File: src/verilog/ccc_pkg.sv
// Purpose: shared constants for the cap-divider channel and capacitor control block
// Assumes: 8-bit register port, bank-relative offsets decoded with a bank number
// Notes:   bank 14 offsets, converter two offsets and the cvd-only registers are local choices
package ccc_pkg;
  localparam logic [3:0] BANK_STD       = 4'h1;
  localparam logic [3:0] BANK_CVD1      = 4'hE;
  localparam logic [3:0] BANK_CVD2      = 4'hF;
  // standard register offsets in bank one
  localparam logic [7:0] OFS_RES_LO     = 8'h9B;
  localparam logic [7:0] OFS_RES_HI     = 8'h9C;
  localparam logic [7:0] OFS_CTL0       = 8'h9D;
  localparam logic [7:0] OFS_CTL1       = 8'h9E;
  localparam logic [7:0] OFS_CTL2       = 8'h9F;
  // converter one storage seen from bank fourteen, converter two storage from bank fifteen
  localparam logic [7:0] OFS_X_CTL0     = 8'h10;
  localparam logic [7:0] OFS_X_CTL1     = 8'h11;
  localparam logic [7:0] OFS_X_CTL2     = 8'h12;
  localparam logic [7:0] OFS_X_RES0_LO  = 8'h13;
  localparam logic [7:0] OFS_X_RES0_HI  = 8'h14;
  localparam logic [7:0] OFS_X_RES1_LO  = 8'h15;
  localparam logic [7:0] OFS_X_RES1_HI  = 8'h16;
  localparam logic [7:0] OFS_X_SEC      = 8'h17;
  localparam logic [7:0] OFS_X_CAP      = 8'h18;
  localparam logic [7:0] OFS_X_STAT     = 8'h19;
  // control zero and control two field layout, write masks and reset value
  localparam int         CTL0_ON        = 0;
  localparam int         CTL0_GO        = 1;
  localparam int         CTL0_CH_LSB    = 2;
  localparam logic [7:0] CTL0_MASK      = 8'h7F;
  localparam int         CTL2_TRIG_EN   = 0;
  localparam int         CTL2_DOUBLE    = 1;
  localparam int         CTL2_PRE_POL   = 2;
  localparam logic [7:0] SEC_MASK       = 8'h7F;
  localparam logic [7:0] CAP_MASK       = 8'h0F;
  localparam logic [7:0] REG_RESET      = 8'h00;
  // sequence timing in clock cycles
  localparam int         PRE_CYCLES     = 8;
  localparam int         ACQ_CYCLES     = 8;
  localparam int         CONV_CYCLES    = 12;
  localparam int         GAP_CYCLES     = 2;
  localparam int         CNT_W          = 4;
  localparam int         NCH            = 7;
  typedef enum logic [2:0] {
    CCC_IDLE, CCC_PRE, CCC_ACQ, CCC_CONV, CCC_GAP
  } ccc_state_t;
endpackage

File: src/verilog/ccc_reg8.sv
// Purpose: one byte register with write mask and reset value
// Assumes: synchronous active-low reset
// Notes:   shared by every plain software register of the block
`timescale 1ns/1ps
`default_nettype none
module ccc_reg8 import ccc_pkg::*; (
  input  wire logic       mclk,
  input  wire logic       rst_n,
  input  wire logic       we,
  input  wire logic [7:0] wdata,
  input  wire logic [7:0] mask,
  output logic      [7:0] q
);
  always_ff @(posedge mclk) begin
    if (!rst_n) q <= REG_RESET;
    else if (we) q <= wdata & mask;
  end
endmodule
`default_nettype wire

File: src/verilog/ccc_seq.sv
// Purpose: pre-charge, acquisition and conversion sequencer for one converter
// Assumes: converter result arrives as a 10-bit word at end of conversion
// Notes:   double sample inserts a two-cycle gap before the second pass
`timescale 1ns/1ps
`default_nettype none
module ccc_seq import ccc_pkg::*; (
  input  wire logic       mclk,
  input  wire logic       rst_n,
  input  wire logic       enable,
  input  wire logic       start,
  input  wire logic       abort,
  input  wire logic       double_en,
  output logic            precharge,
  output logic            acquire,
  output logic            converting,
  output logic            second,
  output logic            done,
  output logic            store0,
  output logic            store1,
  output logic            halted
);
  ccc_state_t             st_q;
  logic [CNT_W-1:0]       cnt_q;
  logic                   sec_q;
  wire                    last = (cnt_q == '0);
  wire                    finish = (st_q == CCC_CONV) && last;

  assign precharge  = (st_q == CCC_PRE);
  assign acquire    = (st_q == CCC_ACQ);
  assign converting = (st_q == CCC_CONV);
  assign second     = sec_q;
  assign store0     = finish && !sec_q;
  assign store1     = finish && sec_q;
  assign done       = finish && (sec_q || !double_en);
  assign halted     = (abort || !enable) && (st_q != CCC_IDLE);

  always_ff @(posedge mclk) begin
    if (!rst_n || halted) begin
      st_q  <= CCC_IDLE;
      cnt_q <= '0;
      sec_q <= 1'b0;
    end else begin
      if (!last) cnt_q <= cnt_q - 1'b1;
      case (st_q)
        CCC_IDLE: if (start && enable) begin
          st_q  <= CCC_PRE;
          cnt_q <= CNT_W'(PRE_CYCLES - 1);
          sec_q <= 1'b0;
        end
        CCC_PRE: if (last) begin
          st_q  <= CCC_ACQ;
          cnt_q <= CNT_W'(ACQ_CYCLES - 1);
        end
        CCC_ACQ: if (last) begin
          st_q  <= CCC_CONV;
          cnt_q <= CNT_W'(CONV_CYCLES - 1);
        end
        CCC_CONV: if (last) begin
          if (double_en && !sec_q) begin
            st_q  <= CCC_GAP;
            cnt_q <= CNT_W'(GAP_CYCLES - 1);
            sec_q <= 1'b1;
          end else begin
            st_q <= CCC_IDLE;
          end
        end
        CCC_GAP: if (last) begin
          st_q  <= CCC_PRE;
          cnt_q <= CNT_W'(PRE_CYCLES - 1);
        end
        default: st_q <= CCC_IDLE;
      endcase
    end
  end
endmodule
`default_nettype wire

File: src/verilog/ccc_top.sv
// Purpose: channel connection, extra capacitor and conversion control of two cap-divider converters
// Assumes: 8-bit register port with bank number; converter results fed in from the analog side
// Notes:   shared go bit lives in control one bit 1; status register mirrors sequence state
// Contract
// - extra capacitance sized by four-bit select field
// - extra capacitance disconnected during conversion
// - independent capacitor array per converter
// - five-bit primary channel select per converter
// - secondary channels enabled bit by bit
// - enabled secondary pins forced to input
// - analog select stays under software control
// - secondaries mimic primary drive during pre-charge
// - channels connect immediately on selection
// - go, shared go or trigger start sequence
// - double conversion fills result sets zero, one
// - converter one registers shared by banks one, fourteen
// - standard registers at offsets 9B through 9F
// - converter two has bank fifteen only
// - advanced names alias same converter two addresses
// - completion clears go, sets flag, stores result
`timescale 1ns/1ps
`default_nettype none
module ccc_top import ccc_pkg::*; (
  input  wire logic        mclk,
  input  wire logic        rst_n,
  input  wire logic [3:0]  reg_bank,
  input  wire logic [7:0]  reg_addr,
  input  wire logic        reg_wr,
  input  wire logic        reg_rd,
  input  wire logic [7:0]  reg_wdata,
  output logic      [7:0]  reg_rdata,
  input  wire logic [1:0]  special_trigger,
  input  wire logic [9:0]  conv1_result,
  input  wire logic [9:0]  conv2_result,
  input  wire logic        flag_clear1,
  input  wire logic        flag_clear2,
  output logic      [1:0]  conv_done_flag,
  output logic      [4:0]  primary_channel_select1,
  output logic      [4:0]  primary_channel_select2,
  output logic      [1:0]  primary_connect,
  output logic      [NCH-1:0] secondary_connect1,
  output logic      [NCH-1:0] secondary_connect2,
  output logic      [NCH-1:0] secondary_force_input1,
  output logic      [NCH-1:0] secondary_force_input2,
  output logic      [NCH-1:0] secondary_drive_en1,
  output logic      [NCH-1:0] secondary_drive_en2,
  output logic      [1:0]  precharge_level,
  output logic      [3:0]  extra_cap_select1,
  output logic      [3:0]  extra_cap_select2
);
  // per-converter storage, index 0 is converter one
  logic [7:0] ctl0_q [2];
  logic [7:0] ctl1_q [2];
  logic [7:0] ctl2_q [2];
  logic [7:0] sec_q  [2];
  logic [7:0] cap_q  [2];
  logic [9:0] res0_q [2];
  logic [9:0] res1_q [2];
  logic [1:0] flag_q;
  logic [1:0] go_q;

  wire [1:0] pre, acq, conv, done, st0, st1, halt, scnd;

  // converter one answers in bank one and bank fourteen, converter two in fifteen only
  wire std1   = (reg_bank == BANK_STD);
  wire cvd1   = (reg_bank == BANK_CVD1);
  wire cvd2   = (reg_bank == BANK_CVD2);
  wire [1:0] hit_ctl0 = {cvd2 && reg_addr == OFS_X_CTL0,
                         (std1 && reg_addr == OFS_CTL0) || (cvd1 && reg_addr == OFS_X_CTL0)};
  wire [1:0] hit_ctl1 = {cvd2 && reg_addr == OFS_X_CTL1,
                         (std1 && reg_addr == OFS_CTL1) || (cvd1 && reg_addr == OFS_X_CTL1)};
  wire [1:0] hit_ctl2 = {cvd2 && reg_addr == OFS_X_CTL2,
                         (std1 && reg_addr == OFS_CTL2) || (cvd1 && reg_addr == OFS_X_CTL2)};
  wire [1:0] hit_sec  = {cvd2 && reg_addr == OFS_X_SEC, cvd1 && reg_addr == OFS_X_SEC};
  wire [1:0] hit_cap  = {cvd2 && reg_addr == OFS_X_CAP, cvd1 && reg_addr == OFS_X_CAP};

  // shared go lives in converter one control one; it starts both converters
  wire shared_go = reg_wr && hit_ctl1[0] && reg_wdata[CTL0_GO];

  genvar g;
  generate
    for (g = 0; g < 2; g++) begin : g_conv
      wire on   = ctl0_q[g][CTL0_ON];
      wire wgo  = reg_wr && hit_ctl0[g];
      // a go written together with a cleared on bit is dropped, so it never starts a pass
      wire set_go = (wgo && reg_wdata[CTL0_GO] && reg_wdata[CTL0_ON]) || shared_go
                  || (ctl2_q[g][CTL2_TRIG_EN] && special_trigger[g]);
      // software clearing go while busy, before the cycle that asserts done, halts the pass without raising the flag
      wire abort_go = wgo && !reg_wdata[CTL0_GO] && go_q[g];

      ccc_reg8 u_ctl0 (.mclk(mclk), .rst_n(rst_n), .we(wgo), .wdata(reg_wdata),
                       .mask(CTL0_MASK & ~(8'h01 << CTL0_GO)), .q(ctl0_q[g]));
      ccc_reg8 u_ctl1 (.mclk(mclk), .rst_n(rst_n), .we(reg_wr && hit_ctl1[g]), .wdata(reg_wdata),
                       .mask(~(8'h01 << CTL0_GO)), .q(ctl1_q[g]));
      ccc_reg8 u_ctl2 (.mclk(mclk), .rst_n(rst_n), .we(reg_wr && hit_ctl2[g]), .wdata(reg_wdata),
                       .mask(8'hFF), .q(ctl2_q[g]));
      ccc_reg8 u_sec  (.mclk(mclk), .rst_n(rst_n), .we(reg_wr && hit_sec[g]), .wdata(reg_wdata),
                       .mask(SEC_MASK), .q(sec_q[g]));
      ccc_reg8 u_cap  (.mclk(mclk), .rst_n(rst_n), .we(reg_wr && hit_cap[g]), .wdata(reg_wdata),
                       .mask(CAP_MASK), .q(cap_q[g]));

      ccc_seq u_seq (
        .mclk       (mclk),
        .rst_n      (rst_n),
        .enable     (on),
        .start      (set_go && !go_q[g]),
        .abort      (abort_go),
        .double_en  (ctl2_q[g][CTL2_DOUBLE]),
        .precharge  (pre[g]),
        .acquire    (acq[g]),
        .converting (conv[g]),
        .second     (scnd[g]),
        .done       (done[g]),
        .store0     (st0[g]),
        .store1     (st1[g]),
        .halted     (halt[g])
      );

      wire [9:0] res_in = (g == 0) ? conv1_result : conv2_result;

      always_ff @(posedge mclk) begin
        if (!rst_n) begin
          go_q[g]   <= 1'b0;
          flag_q[g] <= 1'b0;
          res0_q[g] <= '0;
          res1_q[g] <= '0;
        end else begin
          // go stays high across both passes of a double sample
          if (done[g] || halt[g] || !on) go_q[g] <= 1'b0;
          else if (set_go) go_q[g] <= 1'b1;
          // hardware set beats a clear in the same cycle
          if (done[g]) flag_q[g] <= 1'b1;
          else if ((g == 0) ? flag_clear1 : flag_clear2) flag_q[g] <= 1'b0;
          // an aborted pass still transfers the partial word
          if (st0[g] || (halt[g] && !scnd[g])) res0_q[g] <= res_in;
          if (st1[g] || (halt[g] && scnd[g]))  res1_q[g] <= res_in;
        end
      end
    end
  endgenerate

  // read multiplexer; converter one standard result is result set zero
  logic [7:0] rd_d;
  wire [1:0] hit_r0l = {cvd2 && reg_addr == OFS_X_RES0_LO,
                        (std1 && reg_addr == OFS_RES_LO) || (cvd1 && reg_addr == OFS_X_RES0_LO)};
  wire [1:0] hit_r0h = {cvd2 && reg_addr == OFS_X_RES0_HI,
                        (std1 && reg_addr == OFS_RES_HI) || (cvd1 && reg_addr == OFS_X_RES0_HI)};
  wire [1:0] hit_r1l = {cvd2 && reg_addr == OFS_X_RES1_LO, cvd1 && reg_addr == OFS_X_RES1_LO};
  wire [1:0] hit_r1h = {cvd2 && reg_addr == OFS_X_RES1_HI, cvd1 && reg_addr == OFS_X_RES1_HI};
  wire [1:0] hit_st  = {cvd2 && reg_addr == OFS_X_STAT, cvd1 && reg_addr == OFS_X_STAT};

  always_comb begin
    rd_d = 8'h00;
    for (int i = 0; i < 2; i++) begin
      if (hit_ctl0[i]) rd_d = ctl0_q[i] | {6'h00, go_q[i], 1'b0};
      if (hit_ctl1[i]) rd_d = ctl1_q[i] | {6'h00, go_q[0], 1'b0};
      if (hit_ctl2[i]) rd_d = ctl2_q[i];
      if (hit_sec[i])  rd_d = sec_q[i];
      if (hit_cap[i])  rd_d = cap_q[i];
      if (hit_r0l[i])  rd_d = res0_q[i][7:0];
      if (hit_r0h[i])  rd_d = {6'h00, res0_q[i][9:8]};
      if (hit_r1l[i])  rd_d = res1_q[i][7:0];
      if (hit_r1h[i])  rd_d = {6'h00, res1_q[i][9:8]};
      if (hit_st[i])   rd_d = {3'h0, scnd[i], conv[i], acq[i], pre[i], flag_q[i]};
    end
  end

  // pin and switch controls, all registered
  wire [1:0] on_w = {ctl0_q[1][CTL0_ON], ctl0_q[0][CTL0_ON]};
  wire [NCH-1:0] sec_on1 = on_w[0] ? sec_q[0][NCH-1:0] : '0;
  wire [NCH-1:0] sec_on2 = on_w[1] ? sec_q[1][NCH-1:0] : '0;
  // level inverts on the second pass of a double sample
  wire [1:0] pol = {ctl2_q[1][CTL2_PRE_POL] ^ scnd[1], ctl2_q[0][CTL2_PRE_POL] ^ scnd[0]};
  // extra capacitor only hangs on the bus before conversion
  wire [1:0] cap_ok = (pre | acq) & on_w;

  always_ff @(posedge mclk) begin
    if (!rst_n) begin
      reg_rdata               <= 8'h00;
      conv_done_flag          <= 2'b00;
      primary_channel_select1 <= 5'h00;
      primary_channel_select2 <= 5'h00;
      primary_connect         <= 2'b00;
      secondary_connect1      <= '0;
      secondary_connect2      <= '0;
      secondary_force_input1  <= '0;
      secondary_force_input2  <= '0;
      secondary_drive_en1     <= '0;
      secondary_drive_en2     <= '0;
      precharge_level         <= 2'b00;
      extra_cap_select1       <= 4'h0;
      extra_cap_select2       <= 4'h0;
    end else begin
      if (reg_rd) reg_rdata <= rd_d;
      conv_done_flag          <= flag_q;
      primary_channel_select1 <= ctl0_q[0][CTL0_CH_LSB +: 5];
      primary_channel_select2 <= ctl0_q[1][CTL0_CH_LSB +: 5];
      // primary switch opens during pre-charge
      primary_connect         <= on_w & ~pre;
      secondary_connect1      <= pre[0] ? '0 : sec_on1;
      secondary_connect2      <= pre[1] ? '0 : sec_on2;
      // direction override only; analog select is never touched here
      secondary_force_input1  <= sec_on1;
      secondary_force_input2  <= sec_on2;
      secondary_drive_en1     <= pre[0] ? sec_on1 : '0;
      secondary_drive_en2     <= pre[1] ? sec_on2 : '0;
      precharge_level         <= pol;
      extra_cap_select1       <= cap_ok[0] ? cap_q[0][3:0] : 4'h0;
      extra_cap_select2       <= cap_ok[1] ? cap_q[1][3:0] : 4'h0;
    end
  end
endmodule
`default_nettype wire

File: config.mk
export PLATFORM = sky130hd
export DESIGN_NAME = ccc_top
export DESIGN_NICKNAME = d
export VERILOG_FILES = /design/src/verilog/ccc_pkg.sv /design/src/verilog/ccc_reg8.sv /design/src/verilog/ccc_seq.sv /design/src/verilog/ccc_top.sv
export SDC_FILE = /design/constraint.sdc
export NUM_CORES = 1
export LEC_CHECK = 0
export BUFFER_PORTS_ARGS = -buffer_cell sky130_fd_sc_hd__buf_2
export CAP_MARGIN = 20
export CORE_MARGIN = 8
export CORE_UTILIZATION = 45
export CTS_CLUSTER_DIAMETER = 80
export DETAILED_ROUTE_END_ITERATION = 8
export PLACE_DENSITY = 0.7
export SYNTH_ARGS = -nofsm -noshare
export SYNTH_HDL_FRONTEND = slang
export SYNTH_SLANG_ARGS = --single-unit
File: constraint.sdc
create_clock -name mclk -period 9.5 [get_ports mclk]
set_input_delay 0.95 -clock mclk [delete_from_list [all_inputs] [get_ports mclk]]
set_output_delay 0.95 -clock mclk [all_outputs]
set_load 0.01 [all_outputs]
==> run metrics, run 1 <==
Adder-Cell Fraction of Synth Area=0.565%; routed wl met2=11000 um; final worst clock skew=0.00868 ns; Yosys top cell by area=dfxtp_1; cell area after synthesis=0.00886 mm2; CP max FO=22; FF+latch count, synth=198; I/O pins=122; cts bufs inserted=17; Vias=7709; clock sink total=198; clk root buf=clkbuf_16; Pleak=0.00406 uW; Critical Path RT=9.57 ns; register area=0.00436 mm2; FF-to-FF setup slack=6.71 ns; WP data arrival=3.87 ns; Area Overhead vs Synth=14.3%; Synth top cells by count=161 x nand2_1, 158 x dfxtp_1, 80 x nor2_1; footprint of the multi-input gates=0.00408 mm2; fin crit share=40.0%; Die ar.=0.0244 mm2; hpwl dp=18600 um; Hold Violations, Final=0; largest net degree at the start of global routing=105; reg-to-reg endpoint=res0_q[0][7]; CTS tree=done; Setup CP Type=in2reg; total congestion overflow=0; wire length per cell=18.9 um; Pre-Repair DR Iteration Count=5; Net Count, Synth=1059; area fraction of the dominant cell type after synthesis=35.7%; Worst path slowest cell=or4b_4; final setup fails=0; worst-path cell chain=buf_2, or4b_4, or3_4, mux2i_4, a31oi_1, o21ai_2, inv_1, o21ai_1; Synth area leaders=dfxtp_1 36%, edfxtp_1 14%, nand2_1 6.8%, a21boi_0 5.3%, and2_1 3.7%; Fin Setup TNS=0 ns; CTS HTree Levels=4; gpl congestion=0.934; Syn Area/Cell=8.79 um2; vias in the first global route=7154; Die Ht=156 um; 1st-iter DRT viols=993; Fillers=1857; Skew-Pair Late Insertion Delay=0.44 ns; most numerous cell in the Yosys netlist=nand2_1; RSZ-0062 raised after global routing=false; number of flops mapped to enable cells by yosys=40; Slew Limit Fails=0; Worst path max stage delay=0.68 ns; worst slew pin tran=1.03 ns; Via density=5.62; chip width=156 um; Max Root-Sink Buffers=2; status=complete, no violations; crit path capture type=register; Placed Cells=1338; Non-Filler Instances=1371; Async SR Flop Fraction=0%; maximum clock rate=263 MHz; initial core utilization=45.7%; end of the critical path=res0_q[0][7]; crit path launch=reg_addr[6]; Post-Synth XOR/XNOR Area=0.494%; WL met1=11700 um; Synth Area in Compound Gates=17.6%; gr usage total=21.2%; initial antenna violation count=2; core area=0.0194 mm2; Final Critical Period=3.80 ns; critical path startpoint category=primary input; Rel. slew slack=31.2%; global-route wire length before repair=40600 um; Synth Warn #=0; Synth Flop Type=dfxtp_1; Hold Buf Count CTS=0; wire length on met3=2610 um; Hold Crit Class=reg2reg; share of layout cells above drive strength 1=17.1%; Final #Nets=1144; Top Layer Used=met5; CTS resizes=0; Max Cap Viol=0; row cnt=51; final core utilization=52.2%; final hold slack=0.471 ns; Peak supply drop=0.116 mV; mux cell area share after synthesis=0.961%; setup bufs post-CTS=0; Port Buffers=121; gate count after technology mapping=1007; Critical R2R Launch=g_conv[0].u_seq.st_q[1]; detailed-route DRC error count=0; largest family of logic cells by synthesized area=simple AND/OR/NAND/NOR gates; simple-gate share of the synthesized area=26.5%; power per cell area=173 mW/mm2; path depth of the worst reg2reg path=5; Detail Route Antenna Nets=0; Clock Pin Slew Worst Setup and Hold Paths=0.07 ns; Seq/Total Area, Yosys=49.3%; Post-Route WL=25900 um; Yosys cell types=77
[critical path, delay by kind of cell]
family / cells / cell delay [ns]
mux: 1 / 0.26
compound gates: 3 / 1.31
buf+inv: 2 / 0.19
simple gates: 2 / 1.14
[logic make-up after synthesis]
family / Yosys count
adders and majority gates: 4
muxes: 7
AOI/OAI and AO/OA: 229
DFF: 198
xor gates and xnor gates: 5
buffers and inverters: 97
and+or+nand+nor: 467
[metrics by stage]
stage          worst slack, ns  power (uW)  instance area (um2)
4_1_cts                   5.74        1750                10100
3_3_place_gp              5.35        1080                 9570
2_1_floorplan             5.86        1030                 8860
5_1_grt                   5.42        1810                10100
3_5_place_dp              5.29        1080                 9570
6_report                  5.70        1750                10100
[placed cells by master (no fill, tap or decap), drive strengths merged, types with 4 or more instances in the layout]
cell | Yosys | final
nand2 | 161 | 161
dfxtp | 158 | 158
buf | 17 | 129
nor2 | 81 | 81
a21boi | 62 | 62
nand3 | 58 | 58
and2 | 52 | 52
o21ai | 47 | 47
edfxtp | 40 | 40
inv | 32 | 38
a21oi | 34 | 34
and3 | 26 | 26
clkbuf | 46 | 20
nor3 | 17 | 17
nor2b | 16 | 16
a22oi | 15 | 15
a31oi | 10 | 10
nand2b | 10 | 10
a221oi | 9 | 9
o22ai | 9 | 9
nor4 | 9 | 9
or2 | 7 | 7
nand4 | 6 | 6
a211oi | 6 | 6
o211ai | 6 | 6
or3 | 6 | 6
o31ai | 6 | 6
clkinv | 2 | 6
mux2i | 5 | 5
nor3b | 5 | 5
xor2 | 4 | 4
a21o | 4 | 4
o21a | 4 | 4
ha | 4 | 4
[per-layer routing]
metal  track usage (%)  vias up
li1                  -     3697
met1              30.3     3608
met2              30.6      368
met3              5.43       34
met4              6.91        2
met5                 0        -
[registers in the layout, summed over array words and instances (netlist names), 8 cells and up]
| name | flops |
|---|---|
| res0_q | 20 |
| res1_q | 20 |
| g_conv.u_ctl2.q | 16 |
| g_conv.u_ctl1.q | 14 |
| g_conv.u_sec.q | 14 |
| g_conv.u_ctl0.q | 12 |
| g_conv.u_cap.q | 8 |
| g_conv.u_seq.cnt_q | 8 |
| reg_rdata | 8 |
[power by group]
group / switching, uW / leakage (uW) / internal, uW
Clock: 330 / 0.000270 / 354
Sequential: 12.5 / 0.00168 / 872
Combinational: 108 / 0.00211 / 70.6
[worst min path at each step]
stage,from,to,slack [ns],depth (start not counted)
after floorplan,flag_q[0],conv_done_flag[0],0.43,1
after global placement,g_conv[0].u_ctl2.q[6],g_conv[0].u_ctl2.q[6],0.45,2
after CTS,g_conv[1].u_ctl2.q[5],g_conv[1].u_ctl2.q[5],0.47,2
after detailed placement,g_conv[1].u_ctl1.q[2],g_conv[1].u_ctl1.q[2],0.46,2
final,g_conv[1].u_ctl2.q[7],g_conv[1].u_ctl2.q[7],0.47,2
after global routing,g_conv[1].u_ctl1.q[5],g_conv[1].u_ctl1.q[5],0.49,2
[area by class of cell]
cell class	count	share of cell area, %
antenna	1	0.0247
clock buffer	20	4.51
clock inverter	12	0.927
inverter	34	1.26
multi-input combinational	712	40.3
sequential	198	43.1
tap	265	3.27
timing repair buffer	129	6.57
Power figures use the tool's default switching activity.
==> run 2: changes to the inputs <==
==> constraint.sdc (replaced) <==
create_clock -name mclk -period 3.6 [get_ports mclk]
set_input_delay 0.36 -clock mclk [delete_from_list [all_inputs] [get_ports mclk]]
set_output_delay 0.36 -clock mclk [all_outputs]
set_load 0.01 [all_outputs]
==> run 2 against run 1 <==
Net effect: global-route usage fell by 0.47 points; cell area rose by 0.99%; register-to-register slack got worse by 5.8 ns; first-iteration DRC count rose by 10%; largest power group unchanged; largest cell class unchanged; critical path type unchanged; die area did not move.
==> run metrics, run 2 (synthesis gave the netlist of run 1 again) <==
Pre-Repair DR Iteration Count=6 (+1); gr usage total=20.8% (-0.47 points); most frequent cells in the layout=161 x nand2_1, 158 x dfxtp_1, 121 x buf_2; global-route wire length before repair=39700 um (-2.3%); most common cell after layout, fill and taps aside=nand2_1; Slew Limit Fails=0 (unchanged); clk root buf=clkbuf_16; largest net degree at the start of global routing=53 (-50%); Vias=7734 (+0.32%); Clock Pin Slew Worst Setup and Hold Paths=0.07 ns (about the same); I/O pins=122 (unchanged); Hold Crit Class=in2reg; critical path startpoint category=primary input; CP max FO=21 (-4.5%); hold_sp=conv2_result[7]; Via density=5.58 (-0.69%); CTS resizes=0 (unchanged); path depth of the worst reg2reg path=9 (+4); status=complete, no violations; Non-Filler Instances=1385 (+1.0%); Critical R2R Launch=g_conv[1].u_seq.cnt_q[0]; largest registers=res0_q: 20 flops, res1_q: 20 flops, g_conv.u_ctl2.q: 16 flops; Final #Nets=1158 (+1.2%); met1 usage=28.9% (-1.4 points); vias in the first global route=7221 (+0.94%); final setup fails=0 (unchanged); initial core utilization=45.7% (unchanged); row cnt=51 (unchanged); share of layout cells above drive strength 1=18.1% (+1.0 points); Max Cap Viol=0 (unchanged); chip width=156 um (unchanged); Hold Path Sink=res1_q[1][7]; core area=0.0194 mm2 (unchanged); Most Crowded Layer GR=met2; Port Buffers=121 (unchanged); final worst clock skew=0.00766 ns (-0.00102 ns); setup bufs post-CTS=0 (unchanged); Critical Path RT=3.75 ns (-5.82 ns); Hold Violations, Final=0 (unchanged); wire length per cell=18.5 um (-1.9%); CTS HTree Levels=4 (unchanged); Skew-Pair Late Insertion Delay=0.44 ns (about the same); Die Ht=156 um (unchanged); Peak supply drop=0.363 mV (+210%); CTS tree=done; Post-Route WL=25600 um (-0.93%); worst slew pin tran=0.872 ns (-0.156 ns); Hold Buf Count CTS=0 (unchanged); hpwl dp=18700 um (+0.64%); power per cell area=450 mW/mm2 (+160%); clock sink total=198 (unchanged); Area Overhead vs Synth=15.5%; gpl congestion=0.983 (+5.3%); total congestion overflow=0 (unchanged); met2 Use GR=31.0% (+0.33 points); Detail Route Antenna Nets=0 (unchanged); detailed-route DRC error count=0 (unchanged); crit path capture type=register; Hold Path Stages=2 (unchanged); Final Critical Period=2.77 ns; Fillers=1819 (-2.0%); Die ar.=0.0244 mm2 (unchanged); cts bufs inserted=17 (unchanged); 1st-iter DRT viols=1092 (+10%); initial antenna violation count=0 (-2); fin crit share=76.8%; Rel. slew slack=41.8% (+11 points); Setup CP Type=in2reg; FF-to-FF setup slack=0.91 ns (-5.80 ns); Pleak=0.00412 uW (+1.5%); WP data arrival=2.92 ns (-0.95 ns); Fin Setup TNS=0 ns (unchanged); reg-to-reg endpoint=res0_q[1][2]; RSZ-0062 raised after global routing=false; Placed Cells=1352 (+1.0%); maximum clock rate=362 MHz; Max Root-Sink Buffers=2 (unchanged); GRT met3 Usage=4.41% (-1.0 points)
## run 2: worst max-delay path: stages
cell	delay [ns]
buf_2	0.11
or4b_4	0.68
or3_4	0.46
mux2i_4	0.25
a31oi_1	0.19
o21ai_2	0.23
buf_4	0.24
inv_1	0.05
o21ai_1	0.11
buf_4	0.21
## run 2: worst max path at each step
stage / cells after the start / startpoint / slack [ns] / to
after floorplan: 9 / reg_addr[6] / 0.55 / res0_q[0][0]
after global placement: 10 / reg_addr[6] / 0.46 / res0_q[0][2]
after detailed placement: 10 / reg_addr[6] / 0.44 / res0_q[0][2]
after CTS: 10 / reg_addr[6] / 0.89 / res0_q[0][2]
after global routing: 9 / g_conv[1].u_seq.cnt_q[0] / 0.60 / res0_q[1][2]
final: 10 / reg_addr[6] / 0.83 / res0_q[0][1]
## run 2: metrics by stage
| step | area [um2] | worst slack, ns | total power [uW] | util [%] | hold slack, ns |
|---|---|---|---|---|---|
| floorplan | 8860 | 0.549 | 2710 | - | 0.430 |
| global placement | 9680 | 0.465 | 2840 | 49.9 | 0.443 |
| detailed placement | 9680 | 0.439 | 2850 | 49.9 | 0.456 |
| CTS | 10200 | 0.889 | 4620 | 52.7 | 0.202 |
| global route | 10200 | 0.597 | 4770 | 52.7 | 0.212 |
| finish | 10200 | 0.834 | 4600 | 52.7 | 0.207 |
## run 2: power breakdown
group,internal (uW),switching (uW),total [uW],leakage (uW)
Combinational,188,283,471,0.00218
Sequential,2300,32.7,2330,0.00168
Clock,902,893,1790,0.000260
## run 2: per-layer routing
metal / wire length (um) / vias up / share of wire [%]
met5: 0 / - / 0
met3: 2370 / 43 / 9.2
met4: 677 / 0 / 2.6
li1: - / 3732 / -
met2: 11000 / 383 / 43
met1: 11600 / 3576 / 45
## run 2: area by class of cell
cell class / count / area (um2) / share of cell area [%]
clock buffer: 17 / 425 / 4.16
sequential: 198 / 4360 / 42.7
multi-input combinational: 712 / 4080 / 39.9
timing repair buffer: 143 / 771 / 7.54
clock inverter: 15 / 120 / 1.17
tap: 265 / 332 / 3.24
inverter: 34 / 128 / 1.25
antenna: 1 / 2.50 / 0.0245
==> run 3: changes to the inputs <==
--- a/config.mk
+++ b/config.mk
@@ -5,6 +5,7 @@
 export SDC_FILE = /design/constraint.sdc
 export NUM_CORES = 1
 export LEC_CHECK = 0
+export ABC_AREA = 1
 export BUFFER_PORTS_ARGS = -buffer_cell sky130_fd_sc_hd__buf_2
 export CAP_MARGIN = 20
 export CORE_MARGIN = 8
==> constraint.sdc (replaced) <==
create_clock -name mclk -period 2.7 [get_ports mclk]
set_input_delay 0.27 -clock mclk [delete_from_list [all_inputs] [get_ports mclk]]
set_output_delay 0.27 -clock mclk [all_outputs]
set_load 0.01 [all_outputs]
==> run 3 against run 2 <==
Net effect: synthesized cell count up 7.5%; setup slack worse by 0.52 ns; first-iteration DRC count down 31%; clock-buffer cell count up 5; register-to-register slack worse by 0.37 ns; cell area down 1.4%; critical endpoint is now reg_rdata[4]; synthesized area down 5.0%; critical path type unchanged; critical path depth up 6.
==> run metrics, run 3 <==
I/O pins=122 (unchanged); clock sink total=198 (unchanged); Clock Pin Slew Worst Setup and Hold Paths=0.07 ns (about the same); initial antenna violation count=1 (+1); largest registers=res0_q: 20 flops, res1_q: 20 flops, g_conv.u_ctl2.q: 16 flops; total congestion overflow=0 (unchanged); most common cell after layout, fill and taps aside=nand2_1; wire length per cell=16.0 um (-14%); Rel. slew slack=62.7% (+21 points); Syn Area/Cell=7.77 um2 (-12%); Vias=7538 (-2.5%); global-route wire length before repair=38100 um (-3.9%); Net Count, Synth=1135 (+7.2%); Seq/Total Area, Yosys=51.9% (+2.6 points); Hold Crit Class=in2reg; Area Overhead vs Synth=19.8%; gr usage total=20.2% (-0.52 points); Flop pwr share=46.9% (-3.8 points); Synth Warn #=0 (unchanged); Skew-Pair Late Insertion Delay=0.44 ns (about the same); Detail Route Antenna Nets=0 (unchanged); cts bufs inserted=17 (unchanged); Synth top cells by count=187 x nand2_1, 165 x inv_1, 158 x dfxtp_1; Final #Nets=1282 (+11%); Die Ht=153 um (-2.3%); antenna diode count=0 (-1); final setup fails=0 (unchanged); clock power share=37.5% (-1.5 points); Final Critical Period=2.38 ns; Synth area leaders=dfxtp_1 38%, edfxtp_1 14%, nand2_1 8.3%, inv_1 7.4%, nor2_1 6.7%; Slew Limit Fails=0 (unchanged); row cnt=50 (-2.0%); CTS resizes=0 (unchanged); Hold Buf Count CTS=0 (unchanged); Comb power frac=15.6% (+5.4 points); Pleak=0.00464 uW (+13%); final worst clock skew=0.0143 ns (+0.00662 ns); Async SR Flop Fraction=0% (unchanged); critical path startpoint category=primary input; Net Sw Frac=27.8% (+1.5 points); Pre-Repair DR Iteration Count=9 (+3); CTS tree=done; FF+latch count, synth=198 (unchanged); power per cell area=677 mW/mm2 (+50%); Via density=5.10 (-8.6%); Die ar.=0.0233 mm2 (-4.5%); vias in the first global route=7226 (+0.069%); Max Root-Sink Buffers=2 (unchanged); Max Cap Viol=0 (unchanged); worst slew pin tran=0.553 ns (-0.319 ns); WP data arrival=2.70 ns (-0.22 ns); gpl congestion=0.977 (-0.59%); initial core utilization=45.4% (-0.21 points); cell area after synthesis=0.00842 mm2 (-5.0%); CTS HTree Levels=4 (unchanged); Setup CP Type=in2reg; Yosys top cell by area=dfxtp_1; Synth Flop Type=dfxtp_1; largest net degree at the start of global routing=40 (-25%); Port Buffers=121 (unchanged); 1st-iter DRT viols=755 (-31%); area fraction of the dominant cell type after synthesis=37.6% (+1.9 points); most frequent cells in the layout=187 x nand2_1, 165 x inv_1, 158 x dfxtp_1; hpwl dp=18000 um (-4.0%); status=complete, no violations; detailed-route DRC error count=0 (unchanged); core area=0.0185 mm2 (-4.5%); net switching power of the design=1900 uW (+57%); Critical Path RT=3.02 ns (-0.73 ns); fin crit share=88.2%; Peak supply drop=0.414 mV (+14%); final hold slack=0.0373 ns (-0.169 ns); chip width=153 um (-2.3%); maximum clock rate=420 MHz; clk root buf=clkbuf_16; most numerous cell in the Yosys netlist=nand2_1; crit path capture type=register; number of flops mapped to enable cells by yosys=40 (unchanged); CP max FO=7 (-67%); Pint=4930 uW (+45%); share of layout cells above drive strength 1=18.0% (-0.12 points); RSZ-0062 raised after global routing=false; gate count after technology mapping=1083 (+7.5%); Yosys cell types=45 (-42%); Post-Route WL=23600 um (-8.0%); Hold Violations, Final=0 (unchanged); Fin Setup TNS=0 ns (unchanged); Fillers=1810 (-0.49%); setup bufs post-CTS=0 (unchanged)
## run 3: final timing paths
kind,start,to,slack [ns],cells after the start
hold / removal,flag_clear1,flag_q[0],0.04,2
setup reg to reg,g_conv[1].u_seq.cnt_q[1],g_conv[1].u_seq.cnt_q[0],0.54,10
hold reg to reg,flag_q[0],conv_done_flag[0],0.46,2
setup / recovery,reg_bank[1],reg_rdata[4],0.32,16
## run 3: cell families (layout without fill, tap and decap cells)
group	Yosys count	after routing	share of synthesized area, %
buf+inv	203	363	9.13
xor+xnor	5	5	0.520
fa+ha+maj	4	4	0.595
flops	198	198	51.9
mux	1	1	0.119
simple gates	466	466	23.9
compound gates	206	206	13.9
## run 3: per-stage QoR
stage	std cells	util [%]	cell area (um2)	power (uW)	worst slack, ns
2_1_floorplan	1083	-	8420	3980	0.617
3_5_place_dp	1445	51.2	9490	4320	-0.0506
4_1_cts	1477	54.4	10100	6860	0.406
5_1_grt	1477	54.4	10100	7130	0.0802
3_3_place_gp	1445	51.2	9490	4300	0.0247
6_report	1477	54.4	10100	6830	0.317
## run 3: power by group through the flow
stage,clock [uW],sequential [uW],combinational [uW]
6_report,2560,3200,1060
5_1_grt,2720,3220,1200
4_1_cts,2600,3200,1050
3_5_place_dp,0,3270,1050
3_3_place_gp,0,3270,1040
2_1_floorplan,0,3250,729
## run 3: layout make-up
class	instances	area (um2)	share of cell area, %
inverter	176	661	6.55
tap	234	293	2.90
clock buffer	22	485	4.82
multi-input combinational	682	3280	32.6
clock inverter	10	110	1.09
timing repair buffer	155	886	8.79
sequential	198	4360	43.3
## run 3: critical path: stages
cell and delay (ns):
buf_2 0.11, inv_2 0.05, nand2_1 0.07, nor2_2 0.31, nand3_1 0.19, o21ai_2 0.35
or2_2 0.20, a21oi_1 0.04, o21ai_1 0.12, nand3_1 0.09, a21oi_1 0.23, nand4_1 0.16
o21ai_1 0.19, nand4_1 0.14, o211ai_1 0.12, inv_1 0.05
## run 3: metal layers
layer / track usage [%] / wire length [um] / vias up
met3: 4.68 / 1680 / 34
met1: 27.4 / 11000 / 3396
met4: 6.64 / 501 / 2
met2: 31.3 / 10400 / 277
li1: - / - / 3829
met5: 0 / 13 / -
